==> src/shared/ulsl_pkg.sv <==
// Package: register map, field layouts and queue sizes of the line status logic
package ulsl_pkg;

	// ==========================================================
	// Register map (byte addresses on the APB)
	localparam logic [11:0] ULSL_OFS_STATUS = 12'h000;
	localparam logic [11:0] ULSL_OFS_CTRL   = 12'h004;
	localparam logic [11:0] ULSL_OFS_TXDATA = 12'h008;

	// ==========================================================
	// Control register fields and reset value
	localparam int          ULSL_CTRL_FIFO_BIT = 0;
	localparam int          ULSL_CTRL_THRIE_BIT = 1;
	localparam logic [1:0]  ULSL_CTRL_RESET = 2'h0;

	// ==========================================================
	// Queue sizing
	localparam logic [6:0]  ULSL_DEPTH = 7'h40;
	localparam logic [6:0]  ULSL_SINGLE = 7'h01;
	localparam int          ULSL_PTR_W = 6;

	// ==========================================================
	// Per-character receive error flags
	typedef struct packed {
		logic bi;
		logic fe;
		logic pe;
	} ulsl_rxflags_type;

	localparam ulsl_rxflags_type ULSL_FLAGS_RESET = 3'h0;

	// Line status byte, bit 7 down to bit 0
	typedef struct packed {
		logic err;
		logic temt;
		logic thre;
		logic bi;
		logic fe;
		logic pe;
		logic oe;
		logic dr;
	} ulsl_lsr_type;

endpackage

==> src/rtl/ulsl_line_status.sv <==
// Line status logic of the serial transceiver with its APB register slave
// How it works
// - Bit 7 set when a character with parity, framing or break error is queued.
// - Reading the line status register clears bit 7.
// - Bit 6 high when holding and shift register are both empty.
// - In queued mode bit 6 needs an empty queue and empty shift register.
// - Single mode: bit 5 sets when the character moves into the shift register.
// - Bit 5 clears together with the host's write of a character.
// - With its enable set, an empty holding register raises the interrupt.
// - Queued mode: bit 5 set on empty queue, cleared after one byte written.
// - Bit 4 reports a break: line low for a full character frame.
// - Only one break character is queued per break, however long it lasts.
// - Reset leaves error summary, break and framing bits at zero.
// - Framing error bit belongs to the character at the queue head.
// - Bit 0 set while received characters wait, cleared when none remain.
//
// The APB register port and the address map were decided locally.
`timescale 1ns/1ps
`default_nettype none

module ulsl_line_status
	import ulsl_pkg::*;
(
	input  wire logic             CLOCK_I,        // System clock, 10 MHz
	input  wire logic             SYS_RST_I,      // Async reset, active high
	input  wire logic             PSEL_I,         // APB select
	input  wire logic             PENABLE_I,      // APB access phase
	input  wire logic             PWRITE_I,       // APB direction
	input  wire logic [11:0]      PADDR_I,        // APB byte address
	input  wire logic [31:0]      PWDATA_I,       // APB write data
	output logic      [31:0]      PRDATA_O,       // APB read data
	output logic                  PREADY_O,       // APB ready
	output logic                  PSLVERR_O,      // APB error, unmapped
	output logic                  TX_LOAD_O,      // Character written, pulse
	output logic      [7:0]       TX_BYTE_O,      // Character for the engine
	input  wire logic             TX_TAKE_I,      // Character into shift reg
	input  wire logic             TX_SHIFT_BUSY_I,// Shift register holds data
	input  wire logic             RX_PUSH_I,      // Received character pulse
	input  wire ulsl_rxflags_type RX_FLAGS_I,     // Its error flags
	input  wire logic             RX_POP_I,       // Head character read out
	input  wire logic             RX_FRAME_LOW_I, // Line low for one frame
	input  wire logic             RX_LINE_I,      // Receive line level
	output logic                  THR_IRQ_O       // Holding empty interrupt
);

	// ==========================================================
	// Address decode
	function automatic logic hit(input logic [11:0] a, input logic [11:0] o);
		hit = (a == o);
	endfunction

	logic                   pready_q;
	logic                   slverr_q;
	logic [31:0]            prdata_q;
	logic [1:0]             ctrl_q;
	logic [1:0]             ctrl_d;
	logic [6:0]             tx_cnt_q;
	logic [6:0]             tx_cnt_d;
	logic                   irq_q;
	logic                   load_q;
	logic [7:0]             byte_q;
	logic [6:0]             rx_cnt_q;
	logic [ULSL_PTR_W-1:0]  wr_ptr_q;
	logic [ULSL_PTR_W-1:0]  rd_ptr_q;
	ulsl_rxflags_type       flag_mem_q [64];
	ulsl_rxflags_type       head;
	ulsl_rxflags_type       pf;
	logic                   err_q;
	logic                   oe_q;
	logic                   brk_arm_q;
	ulsl_lsr_type           line_status;
	logic                   acc_done;
	logic                   unmapped;
	logic                   rd_clr;
	logic                   wr_tx;
	logic                   fifo_mode;
	logic [6:0]             cap;
	logic                   accept;
	logic                   take;
	logic                   brk_push;
	logic                   push;
	logic                   pop;
	logic                   store;
	logic                   err_set;
	logic                   ovr_set;

	// ==========================================================
	// Bus strobes; a write or read side effect lands at the ready edge
	assign acc_done  = PSEL_I & PENABLE_I & pready_q;
	assign unmapped  = ~(hit(PADDR_I, ULSL_OFS_STATUS) | hit(PADDR_I, ULSL_OFS_CTRL)
	                   | hit(PADDR_I, ULSL_OFS_TXDATA));
	assign rd_clr    = acc_done & ~PWRITE_I & hit(PADDR_I, ULSL_OFS_STATUS);
	assign wr_tx     = acc_done & PWRITE_I & hit(PADDR_I, ULSL_OFS_TXDATA);
	assign fifo_mode = ctrl_q[ULSL_CTRL_FIFO_BIT];
	assign cap       = fifo_mode ? ULSL_DEPTH : ULSL_SINGLE;

	// Next control value, used early so the interrupt drops at once
	always_comb begin
		ctrl_d = ctrl_q;
		if (acc_done & PWRITE_I & hit(PADDR_I, ULSL_OFS_CTRL)) begin
			ctrl_d = PWDATA_I[1:0];
		end
	end

	// ==========================================================
	// Transmit occupancy; a write beyond capacity is dropped
	assign accept = wr_tx & (tx_cnt_q < cap);
	assign take   = TX_TAKE_I & (tx_cnt_q != 7'h00);
	always_comb begin
		tx_cnt_d = tx_cnt_q;
		if (accept & ~take) begin
			tx_cnt_d = tx_cnt_q + 7'h01;
		end else if (take & ~accept) begin
			tx_cnt_d = tx_cnt_q - 7'h01;
		end
	end

	// ==========================================================
	// Receive queue control
	// one break per condition
	assign brk_push = RX_FRAME_LOW_I & ~brk_arm_q;
	assign push     = RX_PUSH_I | brk_push;
	assign pop      = RX_POP_I & (rx_cnt_q != 7'h00);
	// Overrun keeps the queued data intact, new character is lost
	assign store    = push & ((rx_cnt_q < cap) | pop);
	assign ovr_set  = push & ~store;
	assign err_set  = store & (pf.bi | pf.fe | pf.pe);
	assign head     = flag_mem_q[rd_ptr_q];

	// Break character carries the break flag on top of the receiver's own
	always_comb begin
		pf    = RX_FLAGS_I;
		pf.bi = RX_FLAGS_I.bi | brk_push;
	end

	// ==========================================================
	// Status byte assembled from the block's state
	always_comb begin
		line_status      = '0;
		line_status.err  = err_q;
		line_status.temt = (tx_cnt_q == 7'h00) & ~TX_SHIFT_BUSY_I;
		line_status.thre = (tx_cnt_q == 7'h00);
		line_status.bi   = (rx_cnt_q != 7'h00) & head.bi;
		line_status.fe   = (rx_cnt_q != 7'h00) & head.fe;
		line_status.pe   = (rx_cnt_q != 7'h00) & head.pe;
		line_status.oe   = oe_q;
		line_status.dr   = (rx_cnt_q != 7'h00);
	end

	// ==========================================================
	// APB slave: one wait state, data and error captured before ready
	always_ff @(posedge CLOCK_I or posedge SYS_RST_I) begin
		if (SYS_RST_I) begin
			pready_q <= 1'b0;
			slverr_q <= 1'b0;
			prdata_q <= 32'h0000_0000;
		end else begin
			pready_q <= PSEL_I & PENABLE_I & ~pready_q;
			if (PSEL_I & PENABLE_I & ~pready_q) begin
				slverr_q <= unmapped;
				prdata_q <= 32'h0000_0000;
				if (~PWRITE_I & hit(PADDR_I, ULSL_OFS_STATUS)) begin
					prdata_q <= {24'h00_0000, line_status};
				end else if (~PWRITE_I & hit(PADDR_I, ULSL_OFS_CTRL)) begin
					prdata_q <= {30'h0000_0000, ctrl_q};
				end
			end
		end
	end

	// Control register
	always_ff @(posedge CLOCK_I or posedge SYS_RST_I) begin
		if (SYS_RST_I) begin
			ctrl_q <= ULSL_CTRL_RESET;
		end else begin
			ctrl_q <= ctrl_d;
		end
	end

	// Transmit side: count, character hand-off and interrupt
	always_ff @(posedge CLOCK_I or posedge SYS_RST_I) begin
		if (SYS_RST_I) begin
			tx_cnt_q <= 7'h00;
			load_q   <= 1'b0;
			byte_q   <= 8'h00;
			irq_q    <= 1'b0;
		end else begin
			tx_cnt_q <= tx_cnt_d;
			load_q   <= accept;
			if (accept) begin
				byte_q <= PWDATA_I[7:0];
			end
			irq_q <= ctrl_d[ULSL_CTRL_THRIE_BIT] & (tx_cnt_d == 7'h00);
		end
	end

	// Receive pointers and occupancy
	always_ff @(posedge CLOCK_I or posedge SYS_RST_I) begin
		if (SYS_RST_I) begin
			rx_cnt_q <= 7'h00;
			wr_ptr_q <= '0;
			rd_ptr_q <= '0;
		end else begin
			if (store) begin
				wr_ptr_q <= wr_ptr_q + 6'h01;
			end
			if (pop) begin
				rd_ptr_q <= rd_ptr_q + 6'h01;
			end
			if (store & ~pop) begin
				rx_cnt_q <= rx_cnt_q + 7'h01;
			end else if (pop & ~store) begin
				rx_cnt_q <= rx_cnt_q - 7'h01;
			end
		end
	end

	// Per-character flag storage, one entry per queue slot
	generate
		for (genvar i = 0; i < 64; i++) begin : g_flag
			always_ff @(posedge CLOCK_I or posedge SYS_RST_I) begin
				if (SYS_RST_I) begin
					flag_mem_q[i] <= ULSL_FLAGS_RESET;
				end else if (store & (wr_ptr_q == 6'(i))) begin
					flag_mem_q[i] <= pf;
				end
			end
		end
	endgenerate

	// Sticky flags; read clears only what the host saw, so set wins
	always_ff @(posedge CLOCK_I or posedge SYS_RST_I) begin
		if (SYS_RST_I) begin
			err_q <= 1'b0;
			oe_q  <= 1'b0;
		end else begin
			err_q <= (err_q & ~(rd_clr & prdata_q[7])) | err_set;
			oe_q  <= (oe_q & ~(rd_clr & prdata_q[1])) | ovr_set;
		end
	end

	// Break arm: held until the line returns high
	always_ff @(posedge CLOCK_I or posedge SYS_RST_I) begin
		if (SYS_RST_I) begin
			brk_arm_q <= 1'b0;
		end else begin
			brk_arm_q <= (brk_arm_q | brk_push) & ~RX_LINE_I;
		end
	end

	// ==========================================================
	// Output drive
	assign PRDATA_O  = prdata_q;
	assign PREADY_O  = pready_q;
	assign PSLVERR_O = slverr_q;
	assign TX_LOAD_O = load_q;
	assign TX_BYTE_O = byte_q;
	assign THR_IRQ_O = irq_q;

	// ==========================================================
	// Checks
	err_set_a : assert property (@(posedge CLOCK_I) disable iff (SYS_RST_I)
		err_set |=> err_q)
		else $error("error summary not set");

	err_clear_a : assert property (@(posedge CLOCK_I) disable iff (SYS_RST_I)
		rd_clr && prdata_q[7] && !err_set |=> !err_q)
		else $error("error summary not cleared by read");

	temt_busy_a : assert property (@(posedge CLOCK_I) disable iff (SYS_RST_I)
		(tx_cnt_q != 7'h00) || TX_SHIFT_BUSY_I |-> !line_status.temt)
		else $error("empty shown while data held");

	thre_xfer_a : assert property (@(posedge CLOCK_I) disable iff (SYS_RST_I)
		tx_cnt_q == 7'h01 && take && !accept |=> line_status.thre)
		else $error("holding empty not set on transfer");

	thre_write_a : assert property (@(posedge CLOCK_I) disable iff (SYS_RST_I)
		accept && !take |=> !line_status.thre && TX_LOAD_O)
		else $error("holding empty not cleared by write");

	irq_level_a : assert property (@(posedge CLOCK_I) disable iff (SYS_RST_I)
		THR_IRQ_O == (ctrl_q[ULSL_CTRL_THRIE_BIT] && line_status.thre))
		else $error("interrupt does not follow enable and empty");

	irq_drop_a : assert property (@(posedge CLOCK_I) disable iff (SYS_RST_I)
		$fell(line_status.thre) |-> !THR_IRQ_O)
		else $error("interrupt not withdrawn");

	brk_once_a : assert property (@(posedge CLOCK_I) disable iff (SYS_RST_I)
		brk_push && !RX_LINE_I |=> !brk_push)
		else $error("second break character queued");

	data_ready_a : assert property (@(posedge CLOCK_I) disable iff (SYS_RST_I)
		store |=> line_status.dr)
		else $error("data ready not set");

endmodule // ulsl_line_status

`default_nettype wire

==> config.mk <==
export PLATFORM = sky130hd
export DESIGN_NAME = ulsl_line_status
export DESIGN_NICKNAME = d
export VERILOG_FILES = /design/src/shared/ulsl_pkg.sv /design/src/rtl/ulsl_line_status.sv
export SDC_FILE = /design/constraint.sdc
export NUM_CORES = 1
export LEC_CHECK = 0
export BUFFER_PORTS_ARGS = -buffer_cell sky130_fd_sc_hd__buf_2
export CAP_MARGIN = 20
export CORE_MARGIN = 4
export CORE_UTILIZATION = 54
export DETAILED_ROUTE_END_ITERATION = 10
export PLACE_DENSITY_LB_ADDON = 0.15
export SYNTH_ARGS = -nofsm -noshare
export SYNTH_HDL_FRONTEND = slang
export SYNTH_SLANG_ARGS = --single-unit
==> constraint.sdc <==
create_clock -name CLOCK_I -period 8.43 [get_ports CLOCK_I]
set_clock_uncertainty 0.2 [all_clocks]
set_input_delay 1.2645 -clock CLOCK_I [delete_from_list [all_inputs] [get_ports CLOCK_I]]
set_output_delay 1.2645 -clock CLOCK_I [all_outputs]
set_load 0.01 [all_outputs]
==> impl_metrics.csv <==
group,metric,value,unit
sta,worstMarginPinSlew,0.934,ns
hold_path,holdPathEnd,"TX_BYTE_O[5]$_DFFE_PP0P_",
sta,fin_crit_sh,50.5,%
synth,synth_edf_count,0,
placed_design,port_buffers,53,
cells_and_area,syn2layout_area_growth,10.2,%
critical_path,rr_worst_depth,13,
clock_tree,tritoncts,"yes",
sta,relSlewSlack,37.7,%
routing,drc,0,
routing,first_iter_violations,452,
routing,detail-route-antenna-nets,0,
synth,yosys.area.top_type_share,49.5,%
synth,netlist_area,12300,um2
synth,yosys.area_share.xor_xnor,1.28,%
global_routing,gr-total-overflow,0,
clock_tree,cts_sinks,243,
synth,synth_ff_type,"dfrtp_1",
routing,routed_wl,25.5,mm
synth,synth_top_family_by_area,"multiplexers",
global_routing,grt_pass1_wl,42.4,mm
sta,finalHoldViolCount,0,
power,comb_power_share,33.9,%
clock_tree,cts.clk_slew.worst_paths,0.06,ns
sta,fin_setup_tns,0,ns
die,die_area,25200,um2
outcome,outcome,"complete, no violations",
clock_tree,clock_path_buffers,3,
power,p_int,0.00301,W
global_routing,grt_usage,20.3,%
clock_tree,cts_buffers,27,
critical_path,r2r_setup_slack,4.17,ns
global_routing,grt_start_max_net_pins,89,
placed_design,dpl_cell_area,12700,um2
critical_path,required,8.68,ns
clock_tree,ctsResizeCount,0,
critical_path,r2r_end,"rx_cnt_q[6]$_DFFE_PP0P_",
placed_design,dpl.hpwl,16.3,mm
synth,yosysSeqAreaShare,49.5,%
routing,wire_per_inst,19.9,um
hold_path,min-delay-start,"TX_BYTE_O[5]$_DFFE_PP0P_",
synth,synth_seq_cells,243,
clock_tree,clockRootBuffer,"clkbuf_16",
die,die_x,159,um
cells_and_area,fillers,1729,
power,ir_worst_vdd,0.000219,V
critical_path,path_class,"register to register",
global_routing,grt_pass1_vias,7865,
clock_tree,clk_latency,0.53,ns
clock_tree,postCtsSetupRepairBufs,0,
die,core_area,22100,um2
critical_path,startpoint_type,"register",
synth,synthMuxAreaShare,28.8,%
synth,synthTopCellsByArea,"dfrtp_1 (49%), mux2_2 (16%), mux4_2 (8.4%)",
critical_path,critPathCaptureType,"register",
power,p_switching,0.00146,W
hold_path,min_path_type,"register to register",
critical_path,r2r_start,"rx_cnt_q[3]$_DFFE_PP0P_",
power,power.density,330,nW/um2
sta,finalSetupViolCount,0,
cells_and_area,n_antenna_cell,0,
synth,synth_area_leader_cell,"dfrtp_1",
cells_and_area,fin_nets,1053,
routing,via_per_inst,5.83,
synth,synth_cells,938,
die,rows,54,
die,io_pins,102,
synth,yosysWarnings,0,
synth,synth_compound_area_share,4.11,%
critical_path,cp.arrival,4.51,ns
cells_and_area,drive_gt1_share,38.7,%
synth,avgSynthCellArea,13.1,um2
power,power_switching_share,32.7,%
synth,synth_cell_type_count,71,
sta,min_period,4.26,ns
cells_and_area,design_area,13500,um2
routing,dr.pass1.iters,5,
clock_tree,h-tree-depth,1,
global_routing,antenna_found_initial,0,
sta,clock.fmax,235,MHz
placed_design,place.gp.congestion,0.814,
power,pwr-share-clk,25.5,%
synth,synthArstFlopShare,100,%
power,power_frac_seq,40.6,%
synth,synth-simple-area-share,10.1,%
routing,via_count,7445,
critical_path,crit_path_max_fanout,8,
hold_path,min_path_cells,2,
clock_tree,cts_hold_buffers,0,
die,start_util,55.6,%
synth,synthAdderAreaFrac,1.95,%
job,drv_cap,0,
die,dieHeight,159,um
power,power_leakage,6.46,nW
sta,drv_slew,0,
sta,rsz0062_at_grt,"false",
[synthesized netlist by cell type (12+ instances only)]
master and n:
o21ai_0 14, nor2_1 33, dfrtp_1 243, inv_1 16, mux4_2 46, xnor2_1 12, nand2_2 22, clkbuf_1 34
nand2_1 92, buf_4 26, mux2_1 22, ha_1 16, mux2i_1 21, mux2_2 170
[worst max-delay path by stage]
stage | slack, ns | cells after the start | end | from
final | 4.17 | 13 | rx_cnt_q[6]$_DFFE_PP0P_ | rx_cnt_q[3]$_DFFE_PP0P_
after global routing | 3.92 | 13 | rx_cnt_q[6]$_DFFE_PP0P_ | rx_cnt_q[3]$_DFFE_PP0P_
after CTS | 4.13 | 13 | rx_cnt_q[6]$_DFFE_PP0P_ | rx_cnt_q[3]$_DFFE_PP0P_
after detailed placement | 3.92 | 13 | rx_cnt_q[6]$_DFFE_PP0P_ | RX_FRAME_LOW_I
after global placement | 4.02 | 13 | rx_cnt_q[6]$_DFFE_PP0P_ | RX_POP_I
after floorplan | 0.29 | 1 | PRDATA_O[0]$_DFFE_PP0P_ | SYS_RST_I
[critical path, cell delays in order, from the launching register on]
cell	delay (ns)
dfrtp_1	0.42
or4_4	0.57
o41a_1	0.47
a21oi_4	0.39
nor2_1	0.22
ha_1	0.26
inv_1	0.24
ha_1	0.33
a21o_1	0.20
a21oi_1	0.22
o21bai_1	0.10
a21oi_1	0.19
mux2i_1	0.24
xnor2_1	0.13
[kinds of logic after synthesis]
group,count (synthesis)
other,1
multiplexers,268
flip-flops,243
XOR/XNOR,18
adder cells (fa/ha/maj),19
AO/OA/AOI/OAI,62
buffers and inverters,96
AND/OR/NAND/NOR,231
[power groups by stage]
| stage | Clock, W | Sequential (W) | Combinational, W |
|---|---|---|---|
| 2_1_floorplan | 0 | 0.00171 | 0.00128 |
| 3_3_place_gp | 0 | 0.00181 | 0.00149 |
| 3_5_place_dp | 0 | 0.00182 | 0.00152 |
| 4_1_cts | 0.00117 | 0.00181 | 0.00153 |
| 5_1_grt | 0.00121 | 0.00186 | 0.00165 |
| 6_report | 0.00114 | 0.00181 | 0.00151 |
[stage by stage]
| step | hold WS [ns] | setup WS [ns] | utilization [%] | std cells | total power, W |
|---|---|---|---|---|---|
| 2_1_floorplan | 0.259 | 0.292 | - | 961 | 0.00299 |
| 3_3_place_gp | 0.245 | 4.02 | 57.3 | 1228 | 0.00330 |
| 3_5_place_dp | 0.250 | 3.92 | 57.3 | 1228 | 0.00335 |
| 4_1_cts | 0.263 | 4.13 | 61.2 | 1277 | 0.00451 |
| 5_1_grt | 0.286 | 3.92 | 61.3 | 1278 | 0.00473 |
| 6_report | 0.257 | 4.17 | 61.3 | 1278 | 0.00446 |
[routing by layer]
metal  vias up  track usage, %  routed length, um  share of wire, %
met4         0            4.93                548               2.2
met5         -               0                  0                 0
met2       178            33.9              12200                48
met3        46            3.03               1120               4.4
li1       3428               -                  -                 -
met1      3793            28.6              11600                46
[state kept, by name, indices dropped and copies added (netlist names), 2 cells and up]
name / flops
rd_ptr_q: 6
PRDATA_O: 8
TX_BYTE_O: 8
wr_ptr_q: 6
tx_cnt_q: 7
ctrl_q: 2
flag_mem_q: 192
rx_cnt_q: 7
[layout make-up]
type                    instances  area, um2  share of cell area, %
clock inverters                 8       72.6                  0.536
repair buffers                 68        398                   2.94
well taps                     280        350                   2.59
flip-flops and latches        243       6080                   44.9
clock buffers                  41        788                   5.82
multi-input cells             622       5780                   42.7
inverters                      16       67.6                  0.499
[cells in the final DEF, fill, tap and decap left out, types with 3 or more instances in the layout]
| cell | instances |
|---|---|
| dfrtp_1 | 241 |
| a31oi_1 | 5 |
| nand4_1 | 6 |
| or3_1 | 3 |
| or4_1 | 3 |
| xor2_1 | 6 |
| nor4_1 | 6 |
| mux2_1 | 22 |
| inv_1 | 15 |
| mux4_2 | 46 |
| xnor2_1 | 12 |
| nand2_4 | 7 |
| or2_2 | 4 |
| o221ai_1 | 4 |
| nand2b_1 | 7 |
| o21ai_0 | 14 |
| nor3b_4 | 4 |
| mux2_4 | 9 |
| and3_1 | 3 |
| mux2_2 | 170 |
| nor3_1 | 11 |
| clkbuf_1 | 8 |
| clkbuf_16 | 27 |
| conb_1 | 24 |
| nor2b_1 | 4 |
| mux2i_1 | 21 |
| nand3_1 | 11 |
| nor2_1 | 33 |
| nand2_2 | 22 |
| a22o_1 | 4 |
| buf_4 | 14 |
| buf_2 | 53 |
| clkinv_2 | 5 |
| a21oi_1 | 5 |
| nand2_1 | 92 |
| clkbuf_8 | 6 |
| a2111oi_0 | 4 |
| ha_1 | 16 |
Power figures use the tool's default switching activity.
